$ cat src/logic/epiu_regs.svh
// register map, field positions and reset values of the pin interrupt unit
`ifndef EPIU_REGS_SVH
`define EPIU_REGS_SVH
`define EPIU_ADDR_SENSE 8'h00
`define EPIU_ADDR_ENABLE 8'h04
`define EPIU_ADDR_FLAGS 8'h08
`define EPIU_ADDR_PCMASK0 8'h0C
`define EPIU_ADDR_PCMASK1 8'h10
`define EPIU_ADDR_PCMASK2 8'h14
`define EPIU_ADDR_PCMASK3 8'h18
`define EPIU_ADDR_STATUS 8'h1C
`define EPIU_BIT_DED 0
`define EPIU_BIT_GRP0 4
`define EPIU_SENSE_LOW 2'h0
`define EPIU_SENSE_ANY 2'h1
`define EPIU_SENSE_FALL 2'h2
`define EPIU_SENSE_RISE 2'h3
`define EPIU_RESET_BYTE 8'h00
`define EPIU_RESP_OKAY 2'h0
`define EPIU_RESP_SLVERR 2'h2
`endif

$ cat src/logic/epiu_pkg.sv
// types shared by the pin interrupt unit
`include "epiu_regs.svh"
package epiu_pkg;
  // trigger selection of the dedicated input
  typedef enum logic [1:0] {
    EPIU_LOW = `EPIU_SENSE_LOW,
    EPIU_ANY = `EPIU_SENSE_ANY,
    EPIU_FALL = `EPIU_SENSE_FALL,
    EPIU_RISE = `EPIU_SENSE_RISE
  } epiu_sense_e;
  // request lines toward the cpu, also used for acknowledges
  typedef struct packed {
    logic [3:0] group;
    logic dedicated;
  } epiu_irq_s;
endpackage

$ cat src/logic/epiu_top.sv
// external pin and pin-change interrupt unit with axi4-lite registers
//
// How it works
// pins trigger even when driven as outputs
// groups 1/0 request on unmasked toggles
// pin change wakes without the clock
// level mode requests while pin low
// edges only detected while clock runs
// low level wakes without the clock
// level gone before start-up: no request
// dedicated request needs global and enable
// detect from sampled, not raw, pin
// pulses over one period are caught
// source holds level until instruction ends
// sense field picks low/any/fall/rise
// enable bit 7 gates group 3
// enable bit 6 gates group 2
// enable bit 5 gates group 1
// enable bit 4 gates group 0
// enable bit 0 gates dedicated input
// per-pin mask bits gate group change
// group flag set, cleared ack or w1c
// dedicated flag, zero in level mode
// request held until ack clears flag
//
// Local design decisions: the AXI4-Lite register port and the register addresses.
`timescale 1ns/10ps
`include "epiu_regs.svh"
module epiu_top #(
  parameter int AW = 8, // axi address width
  parameter bit GROUP3_PRESENT = 1'b1 // variant has group 3
) (
  input wire logic clk, // 25 mhz i/o clock
  input wire logic nrst, // synchronous reset, active low
  input wire logic io_clock_run, // i/o clock not halted
  input wire logic cpu_global_enable, // global enable from cpu
  input wire logic dedicated_irq_input, // raw dedicated pin
  input wire logic [30:0] pin_change_inputs, // raw pin-change pins
  input wire epiu_pkg::epiu_irq_s cpu_ack, // vector taken pulses
  output epiu_pkg::epiu_irq_s cpu_req, // requests to cpu
  output logic wake_request, // asynchronous wake
  input wire logic [AW-1:0] s_axi_awaddr, // write address
  input wire logic s_axi_awvalid, // write address valid
  output logic s_axi_awready, // write address ready
  input wire logic [31:0] s_axi_wdata, // write data
  input wire logic [3:0] s_axi_wstrb, // write strobes
  input wire logic s_axi_wvalid, // write data valid
  output logic s_axi_wready, // write data ready
  output logic [1:0] s_axi_bresp, // write response
  output logic s_axi_bvalid, // write response valid
  input wire logic s_axi_bready, // write response ready
  input wire logic [AW-1:0] s_axi_araddr, // read address
  input wire logic s_axi_arvalid, // read address valid
  output logic s_axi_arready, // read address ready
  output logic [31:0] s_axi_rdata, // read data
  output logic [1:0] s_axi_rresp, // read response
  output logic s_axi_rvalid, // read data valid
  input wire logic s_axi_rready // read data ready
);
  import epiu_pkg::*;

  // group widths: three full bytes and a seven-pin top group
  function automatic logic [7:0] grp_pins(input logic [30:0] v,
                                          input int g);
    logic [7:0] r;
    r = 8'h00;
    case (g)
      0: r = v[7:0];
      1: r = v[15:8];
      2: r = v[23:16];
      default: r = {1'b0, v[30:24]};
    endcase
    return r;
  endfunction

  // address match against a register offset, word aligned
  function automatic logic hit(input logic [AW-1:0] a,
                               input logic [7:0] off);
    return a[7:2] == off[7:2];
  endfunction

  ////////////////////////////////////////////////////////////////////
  // registers and state
  logic [7:0] ext_int_sense_control; // sense control register
  logic [7:0] ext_int_enable_mask; // enable mask register
  logic [7:0] pin_change_mask [4]; // per-pin masks
  logic ded_flag; // dedicated input flag
  logic [3:0] grp_flag; // pin change group flags
  logic ded_s1, ded_s2, ded_s3; // dedicated pin samples
  logic [30:0] pc_s1, pc_s2, pc_s3; // pin-change samples
  epiu_sense_e sense; // decoded trigger mode
  logic ded_edge; // selected edge seen
  logic [3:0] grp_hit; // unmasked change per group
  logic [3:0] grp_en; // group enable bits
  logic [AW-1:0] aw_addr; // latched write address
  logic aw_held, w_held; // halves of a write taken
  logic [7:0] w_byte; // latched write byte
  logic w_lane; // low lane strobed
  logic do_write; // both halves present
  logic [3:0] w1c_grp; // group flags cleared by software
  logic w1c_ded; // dedicated flag cleared by software

  assign sense = epiu_sense_e'(ext_int_sense_control[1:0]);
  assign grp_en = {ext_int_enable_mask[7] & GROUP3_PRESENT,
                   ext_int_enable_mask[6:4]};

  ////////////////////////////////////////////////////////////////////
  // input synchronisers; the pad level is sampled whatever the pin
  // direction, so a driven output can raise its own interrupt
  always_ff @(posedge clk) begin
    if (!nrst) begin
      ded_s1 <= 1'b1;
      ded_s2 <= 1'b1;
      ded_s3 <= 1'b1;
    end else begin
      ded_s1 <= dedicated_irq_input;
      ded_s2 <= ded_s1;
      ded_s3 <= ded_s2;
    end
  end

  // pin-change samples: third stage holds the last seen level
  always_ff @(posedge clk) begin
    if (!nrst) begin
      pc_s1 <= 31'h0000000;
      pc_s2 <= 31'h0000000;
      pc_s3 <= 31'h0000000;
    end else begin
      pc_s1 <= pin_change_inputs;
      pc_s2 <= pc_s1;
      pc_s3 <= pc_s2;
    end
  end

  ////////////////////////////////////////////////////////////////////
  // event detection from the sampled values
  always_comb begin
    // edges only while the i/o clock runs, as in sleep it is gated
    ded_edge = 1'b0;
    if (io_clock_run) begin
      unique case (sense)
        EPIU_LOW: ded_edge = 1'b0;
        EPIU_ANY: ded_edge = ded_s2 ^ ded_s3;
        EPIU_FALL: ded_edge = ded_s3 & ~ded_s2;
        EPIU_RISE: ded_edge = ~ded_s3 & ded_s2;
      endcase
    end
  end

  // any unmasked toggle per group; a pulse wider than a period
  // always lands in the second stage for at least one cycle
  always_comb begin
    for (int g = 0; g < 4; g++) begin
      grp_hit[g] = |(grp_pins(pc_s2 ^ pc_s3, g) &
                     pin_change_mask[g]);
    end
  end

  ////////////////////////////////////////////////////////////////////
  // flags: a new event wins over an ack or a software clear
  always_ff @(posedge clk) begin
    if (!nrst) begin
      grp_flag <= 4'h0;
    end else begin
      grp_flag <= grp_hit | (grp_flag & ~cpu_ack.group & ~w1c_grp);
    end
  end

  // level mode keeps the flag at zero; the request is the sampled pin
  always_ff @(posedge clk) begin
    if (!nrst) begin
      ded_flag <= 1'b0;
    end else if (sense == EPIU_LOW) begin
      ded_flag <= 1'b0;
    end else begin
      ded_flag <= ded_edge |
                  (ded_flag & ~cpu_ack.dedicated & ~w1c_ded);
    end
  end

  ////////////////////////////////////////////////////////////////////
  // requests toward the cpu; level requests follow the sampled pin,
  // so a level that vanished before start-up leaves no request
  always_comb begin
    cpu_req.dedicated = cpu_global_enable &
                        ext_int_enable_mask[`EPIU_BIT_DED] &
                        ((sense == EPIU_LOW) ? ~ded_s2 : ded_flag);

    cpu_req.group = grp_flag & grp_en &
                    {4{cpu_global_enable}};
  end

  // wake path works with the clock stopped: compares the raw pins
  // to the last sampled level; limitation: a glitch can wake too
  always_comb begin
    wake_request = ext_int_enable_mask[`EPIU_BIT_DED] &
                   (sense == EPIU_LOW) & ~dedicated_irq_input;
    for (int g = 0; g < 4; g++) begin
      wake_request = wake_request | (grp_en[g] &
        |(grp_pins(pin_change_inputs ^ pc_s3, g) &
          pin_change_mask[g]));
    end
  end

  ////////////////////////////////////////////////////////////////////
  // axi write channel: address and data taken in either order
  assign s_axi_awready = !aw_held && !s_axi_bvalid;
  assign s_axi_wready = !w_held && !s_axi_bvalid;
  assign do_write = aw_held && w_held;

  // hold each half until the pair completes
  always_ff @(posedge clk) begin
    if (!nrst) begin
      aw_held <= 1'b0;
      w_held <= 1'b0;
      aw_addr <= '0;
      w_byte <= 8'h00;
      w_lane <= 1'b0;
    end else begin
      if (s_axi_awvalid && s_axi_awready) begin
        aw_held <= 1'b1;
        aw_addr <= s_axi_awaddr;
      end else if (do_write) begin
        aw_held <= 1'b0;
      end
      if (s_axi_wvalid && s_axi_wready) begin
        w_held <= 1'b1;
        w_byte <= s_axi_wdata[7:0];
        w_lane <= s_axi_wstrb[0];
      end else if (do_write) begin
        w_held <= 1'b0;
      end
    end
  end

  // write-one-to-clear decode for the flag register
  always_comb begin
    w1c_grp = 4'h0;
    w1c_ded = 1'b0;
    if (do_write && w_lane && hit(aw_addr, `EPIU_ADDR_FLAGS)) begin
      w1c_grp = w_byte[7:4];
      w1c_ded = w_byte[`EPIU_BIT_DED];
    end
  end

  // control register writes; upper byte lanes are ignored
  always_ff @(posedge clk) begin
    if (!nrst) begin
      ext_int_sense_control <= `EPIU_RESET_BYTE;
      ext_int_enable_mask <= `EPIU_RESET_BYTE;
      for (int g = 0; g < 4; g++) begin
        pin_change_mask[g] <= `EPIU_RESET_BYTE;
      end
    end else if (do_write && w_lane) begin
      if (hit(aw_addr, `EPIU_ADDR_SENSE)) begin
        ext_int_sense_control <= {6'h00, w_byte[1:0]};
      end
      if (hit(aw_addr, `EPIU_ADDR_ENABLE)) begin
        ext_int_enable_mask <= {w_byte[7] & GROUP3_PRESENT,
                                w_byte[6:4], 3'h0, w_byte[0]};
      end
      if (hit(aw_addr, `EPIU_ADDR_PCMASK0)) begin
        pin_change_mask[0] <= w_byte;
      end
      if (hit(aw_addr, `EPIU_ADDR_PCMASK1)) begin
        pin_change_mask[1] <= w_byte;
      end
      if (hit(aw_addr, `EPIU_ADDR_PCMASK2)) begin
        pin_change_mask[2] <= w_byte;
      end
      if (hit(aw_addr, `EPIU_ADDR_PCMASK3) && GROUP3_PRESENT) begin
        pin_change_mask[3] <= {1'b0, w_byte[6:0]};
      end
    end
  end

  // write response one cycle after the pair; unmapped gets slverr
  always_ff @(posedge clk) begin
    if (!nrst) begin
      s_axi_bvalid <= 1'b0;
      s_axi_bresp <= `EPIU_RESP_OKAY;
    end else if (do_write) begin
      s_axi_bvalid <= 1'b1;
      s_axi_bresp <= (aw_addr[7:0] <= `EPIU_ADDR_STATUS &&
                      aw_addr[1:0] == 2'h0) ?
                     `EPIU_RESP_OKAY : `EPIU_RESP_SLVERR;
    end else if (s_axi_bready) begin
      s_axi_bvalid <= 1'b0;
    end
  end

  ////////////////////////////////////////////////////////////////////
  // axi read channel: one cycle latency, one read at a time
  assign s_axi_arready = !s_axi_rvalid;

  // status register shows sampled pin and live requests
  always_ff @(posedge clk) begin
    if (!nrst) begin
      s_axi_rvalid <= 1'b0;
      s_axi_rdata <= 32'h00000000;
      s_axi_rresp <= `EPIU_RESP_OKAY;
    end else if (s_axi_arvalid && s_axi_arready) begin
      s_axi_rvalid <= 1'b1;
      s_axi_rresp <= `EPIU_RESP_OKAY;
      s_axi_rdata <= 32'h00000000;
      if (hit(s_axi_araddr, `EPIU_ADDR_SENSE)) begin
        s_axi_rdata[7:0] <= ext_int_sense_control;
      end else if (hit(s_axi_araddr, `EPIU_ADDR_ENABLE)) begin
        s_axi_rdata[7:0] <= ext_int_enable_mask;
      end else if (hit(s_axi_araddr, `EPIU_ADDR_FLAGS)) begin
        s_axi_rdata[7:0] <= {grp_flag & {GROUP3_PRESENT, 3'h7},
                             3'h0, ded_flag};
      end else if (hit(s_axi_araddr, `EPIU_ADDR_PCMASK0)) begin
        s_axi_rdata[7:0] <= pin_change_mask[0];
      end else if (hit(s_axi_araddr, `EPIU_ADDR_PCMASK1)) begin
        s_axi_rdata[7:0] <= pin_change_mask[1];
      end else if (hit(s_axi_araddr, `EPIU_ADDR_PCMASK2)) begin
        s_axi_rdata[7:0] <= pin_change_mask[2];
      end else if (hit(s_axi_araddr, `EPIU_ADDR_PCMASK3)) begin
        s_axi_rdata[7:0] <= pin_change_mask[3];
      end else if (hit(s_axi_araddr, `EPIU_ADDR_STATUS)) begin
        s_axi_rdata[7:0] <= {2'h0, cpu_req.group, cpu_req.dedicated,
                             ded_s2};
      end else begin
        s_axi_rresp <= `EPIU_RESP_SLVERR; // unmapped
      end
    end else if (s_axi_rready) begin
      s_axi_rvalid <= 1'b0;
    end
  end
endmodule // epiu_top

$ cat config.mk
export PLATFORM = sky130hd
export DESIGN_NAME = epiu_top
export DESIGN_NICKNAME = d
export VERILOG_FILES = /design/src/logic/epiu_pkg.sv /design/src/logic/epiu_top.sv
export VERILOG_INCLUDE_DIRS = /design/src /design/src/logic
export SDC_FILE = /design/constraint.sdc
export NUM_CORES = 1
export LEC_CHECK = 0
export ABC_CLOCK_PERIOD_IN_PS = 1920
export BUFFER_PORTS_ARGS = -buffer_cell sky130_fd_sc_hd__clkbuf_2
export CAP_MARGIN = 25
export CORE_UTILIZATION = 40
export CTS_CLUSTER_DIAMETER = 60
export DETAILED_ROUTE_END_ITERATION = 10
export GPL_TIMING_DRIVEN = 1
export SETUP_SLACK_MARGIN = 0.3
export SYNTH_ARGS = -nofsm -noshare
export SYNTH_HDL_FRONTEND = slang
export SYNTH_SLANG_ARGS = --single-unit
$ cat constraint.sdc
create_clock -name clk -period 1.92 [get_ports clk]
set_clock_uncertainty 0.05 [all_clocks]
set_input_delay 0 -clock clk [delete_from_list [all_inputs] [get_ports clk]]
set_output_delay 0 -clock clk [all_outputs]
set_load 0.01 [all_outputs]
==> summary.txt <==
Outcome
  – Outcome: complete, but fails checks
  – Failing checks: setup timing

Place
  – Dpl ws: ~0.17 ns
  – IO Port Bufs: 89
  – Post-DP HPWL: ~12 mm
  – GP Congestion: 0.8705
  – DP Area: around 0.0076 sq mm
  – Placed Cells: 970

Setup path
  – Critical-path top delay cell: edfxtp_1
  – CP max FO: 3
  – Worst setup SP type: flop
  – Cell chain of the critical path: a222oi_1 > nand3_1 > a222oi_1 > nand2_1 > clkbuf_2
  – Crit path largest cell delay: around 0.46 ns
  – CP required: approximately 1.9 ns
  – R2R Setup Slk: 0.31 ns
  – CP Buf/Inv Count: 1
  – Worst Setup End Kind: output pin
  – CP Data Arrival Time: 1.97 ns
  – CP most frequent cell: a222oi_1
  – Reg2Reg Launch Point: pin_change_mask[3][0]$_SDFFCE_PN0P_
  – WS Path Type: reg -> out
  – Top delay family on crit path: compound AO/OA/AOI/OAI gates
  – Critical path launch point: pin_change_mask[3][5]$_SDFFCE_PN0P_

Global route
  – All-Layer GR Usage: 19.78%
  – Initial antenna violation count: 0
  – Number of global-route vias before repair: 5,196
  – Global-route wire length before repair: 26.99 mm
  – Congestion Overflow GR: 0
  – Largest net degree at the start of global routing: between 70 and 80

Yosys
  – Yosys reg bits: 170
  – Post-synth cell types: between 40 and 50
  – Mux cell area share after synthesis: 2.780%
  – Syn Area/Cell: 10.40 sq um
  – Sequential area share after synthesis: 53.24%
  – Compound-Gate Fraction of Synth Area: about 11%
  – Simple-gate share of the synthesized area: 19.77%
  – Post-synth ARST share: 0%
  – Synth Area in Adders: 0.3587%
  – Synth Warn #: 0
  – EDFF count, synth: 31
  – Syn Std Cell Area: 0.006975 sq mm
  – Cells after Synth: 671
  – XOR/XNOR share of the synthesized area: between 7 and 8%
  – Largest family of logic cells by synthesized area: simple AND/OR/NAND/NOR gates
  – Synth Flop Type: dfxtp_1

Detailed routing
  – Vias/cell: a little under 5
  – WL final: 16.99 mm
  – Remaining antenna violation count: 0
  – Drt pass-1 iters: 6
  – Vias: 5,262
  – DRT iter0 DRCs: 326
  – WL per Instance: ~16 um
  – Number of remaining DRC errors: 0

Floorplanning
  – Core Region: 0.01682 sq mm
  – DIE AREA: 0.01797 sq mm
  – Chip height: 134.1 um
  – DIE WIDTH: between 100 and 150 um
  – Ports: 145
  – # rows: 47
  – Initial core utilization: 41.47%

Pwr
  – VDD IR-drop max: 577.8 uV
  – Leakage: 3.985 nW
  – Net switching share of the total power: 22.69%
  – Total Power: 8.172 mW
  – Reg power frac: 47.8%
  – Sw power: 1.854 mW
  – Logic pwr share: a little under 9%
  – Pint: 6.318 mW
  – Clock Power Share: 43.4%
  – Pwr/cell area: 905.3 mW/mm^2

Clock network
  – CTS HTree Levels: 4
  – Total CTS buffers: 17
  – Clock transition at path regs: roughly 0.060 ns
  – Root buf cell: clkbuf_16
  – CTS tree: yes
  – Clock sinks: 170
  – CTS Buffer Depth: 2
  – Worst skew pair latency: ~0.43 ns

Timing
  – Final WS setup: -0.09967 ns
  – Slew Limit Fails: 0
  – Slew of the pin with the lowest slew margin: 0.5116 ns
  – Post-layout min period: 2.020 ns
  – Setup Viol. Count Final: 1
  – Slew headroom: 65.89%
  – Unrepaired setup endpoints after global routing: true
  – Fmax: 0.4951 GHz
  – Tcrit/Tclk final: 105.2%
  – Fin Hold WS: approximately 0.057 ns
  – Hold Vio Cnt, Final: 0
  – Setup TNS: -0.09967 ns

Final layout
  – Share of layout cells above drive strength 1: 20.77%
  – Final Util: 53.67%
  – Ant. Diodes: 0
  – Fin cells: roughly 1,100
  – Post-route cell area: between 0.009 and 0.01 sq mm
  – Number of nets in the layout: 939
  – Fill count: 1,575
  – Area added between synthesis and finish: 29.40%

Min path
  – Worst hold path type: in -> reg
  – Hold_sp: nrst

Run
  – Max-cap violation count: 0
-- cells in the final DEF (no fill, tap or decap), drive strengths merged, types with 5 or more instances in the layout --
cell / Yosys / final
a22oi: 15 / 15
and2: 128 / 128
dlygate4sd3: 0 / 65
nand2: 54 / 54
buf: 34 / 20
a31oi: 6 / 6
edfxtp: 31 / 31
a21oi: 32 / 32
a221oi: 12 / 12
dfxtp: 139 / 139
inv: 13 / 14
a211oi: 5 / 5
nor2: 21 / 21
nand2b: 5 / 5
and3: 8 / 8
a211o: 5 / 5
a22o: 6 / 6
mux2i: 7 / 7
nand3: 6 / 6
nor3: 7 / 7
conb: 1 / 26
o21ai: 20 / 20
xor2: 60 / 60
clkbuf: 16 / 113
-- worst reg2reg max path: stages (launching register included) --
cell and delay (ns):
edfxtp_1 0.45, mux4_2 0.49, nand2_2 0.08, o21ai_2 0.07
a221oi_2 0.27, nor2_1 0.08
-- routing by layer --
metal / part of all wire, % / GRT usage [%] / vias to the layer above
met3: 5.4 / 5.140 / 8
met5: 0 / 0 / -
li1: - / - / 2590
met4: 0.62 / 5.181 / 0
met2: 47 / 32.12 / 140
met1: 47 / 26.13 / 2524
-- state kept, by name, indices dropped and copies added, names as in the netlist, 5 cells and up --
register,flops
pin_change_mask,31
w_byte,8
ext_int_enable_mask,5
aw_addr,8
pc_s1,31
pc_s3,31
s_axi_rdata,8
pc_s2,31
-- cell type report --
class	count	area [sq um]	area share, %
Inverter	13	48.80	0.5406
Clock inverter	8	103.9	1.151
Timing Repair Buffer	174	1262	13.99
Sequential cell	170	3725	41.27
Multi-Input combinational cell	463	3087	34.20
Clock buffer	24	524.3	5.808
Tap cell	220	275.3	3.050
-- path summary, 6_finish.rpt --
check	endpoint	cells past startpoint
max	wake_request	5
min reg2reg	ded_s2$_SDFF_PN1_	1
max reg2reg	s_axi_rdata[0]$_SDFFE_PN0P_	5
min	pin_change_mask[3][6]$_SDFFCE_PN0P_	2
-- timing repair --
action                                  4_1_cts  5_1_grt
pin swaps                                     7        9
gates cloned                                  0        0
buffers inserted                              2        3
endpoints found under the setup margin       71       58
hold endpoints to repair                     62        0
resized for setup                            13       17
hold buffers                                 65        0
-- power groups by stage --
stage | logic (mW) | registers (mW) | clock network (mW)
global placement | 0.577 | 3.98 | 0
detailed placement | 0.589 | 3.98 | 0
finish | 0.717 | 3.91 | 3.55
global route | 0.792 | 3.93 | 3.79
floorplan | 0.417 | 3.94 | 0
CTS | 0.706 | 3.91 | 3.62
-- kinds of logic (layout without fill, tap and decap cells) --
family,count (synthesis),in the layout
and+or+nand+nor,246,246
adders and majority gates,2,2
xor gates and xnor gates,62,62
muxes,14,14
other,1,26
DFF,170,170
buffers and inverters,63,219
AOI/OAI and AO/OA,113,113
-- Yosys cell counts, types with 3 or more instances --
cell | number | area share (%)
dfxtp_1 | 139 | 40
and2_1 | 128 | 11
xor2_1 | 60 | 7.5
nand2_1 | 54 | 2.9
a21oi_1 | 32 | 2.3
edfxtp_1 | 31 | 13
buf_4 | 26 | 2.8
nor2_1 | 21 | 1.1
o21ai_0 | 20 | 1.4
clkbuf_1 | 16 | 0.86
a22oi_1 | 15 | 1.6
a221oi_1 | 12 | 1.5
inv_1 | 12 | 0.65
and3_1 | 8 | 0.72
mux2i_1 | 7 | 1.0
a22o_1 | 6 | 0.75
a31oi_1 | 6 | 0.54
nand3_1 | 6 | 0.43
a211o_1 | 5 | 0.63
a211oi_1 | 5 | 0.54
nand2b_1 | 5 | 0.45
a222oi_1 | 4 | 0.57
mux4_2 | 4 | 1.3
nand3b_1 | 4 | 0.43
nand4_1 | 4 | 0.36
nor3_2 | 4 | 0.57
buf_1 | 3 | 0.16
buf_6 | 3 | 0.48
mux2_2 | 3 | 0.48
nor2b_1 | 3 | 0.27
nor3_1 | 3 | 0.22
Note: power is estimated with default switching activity, not from simulation.
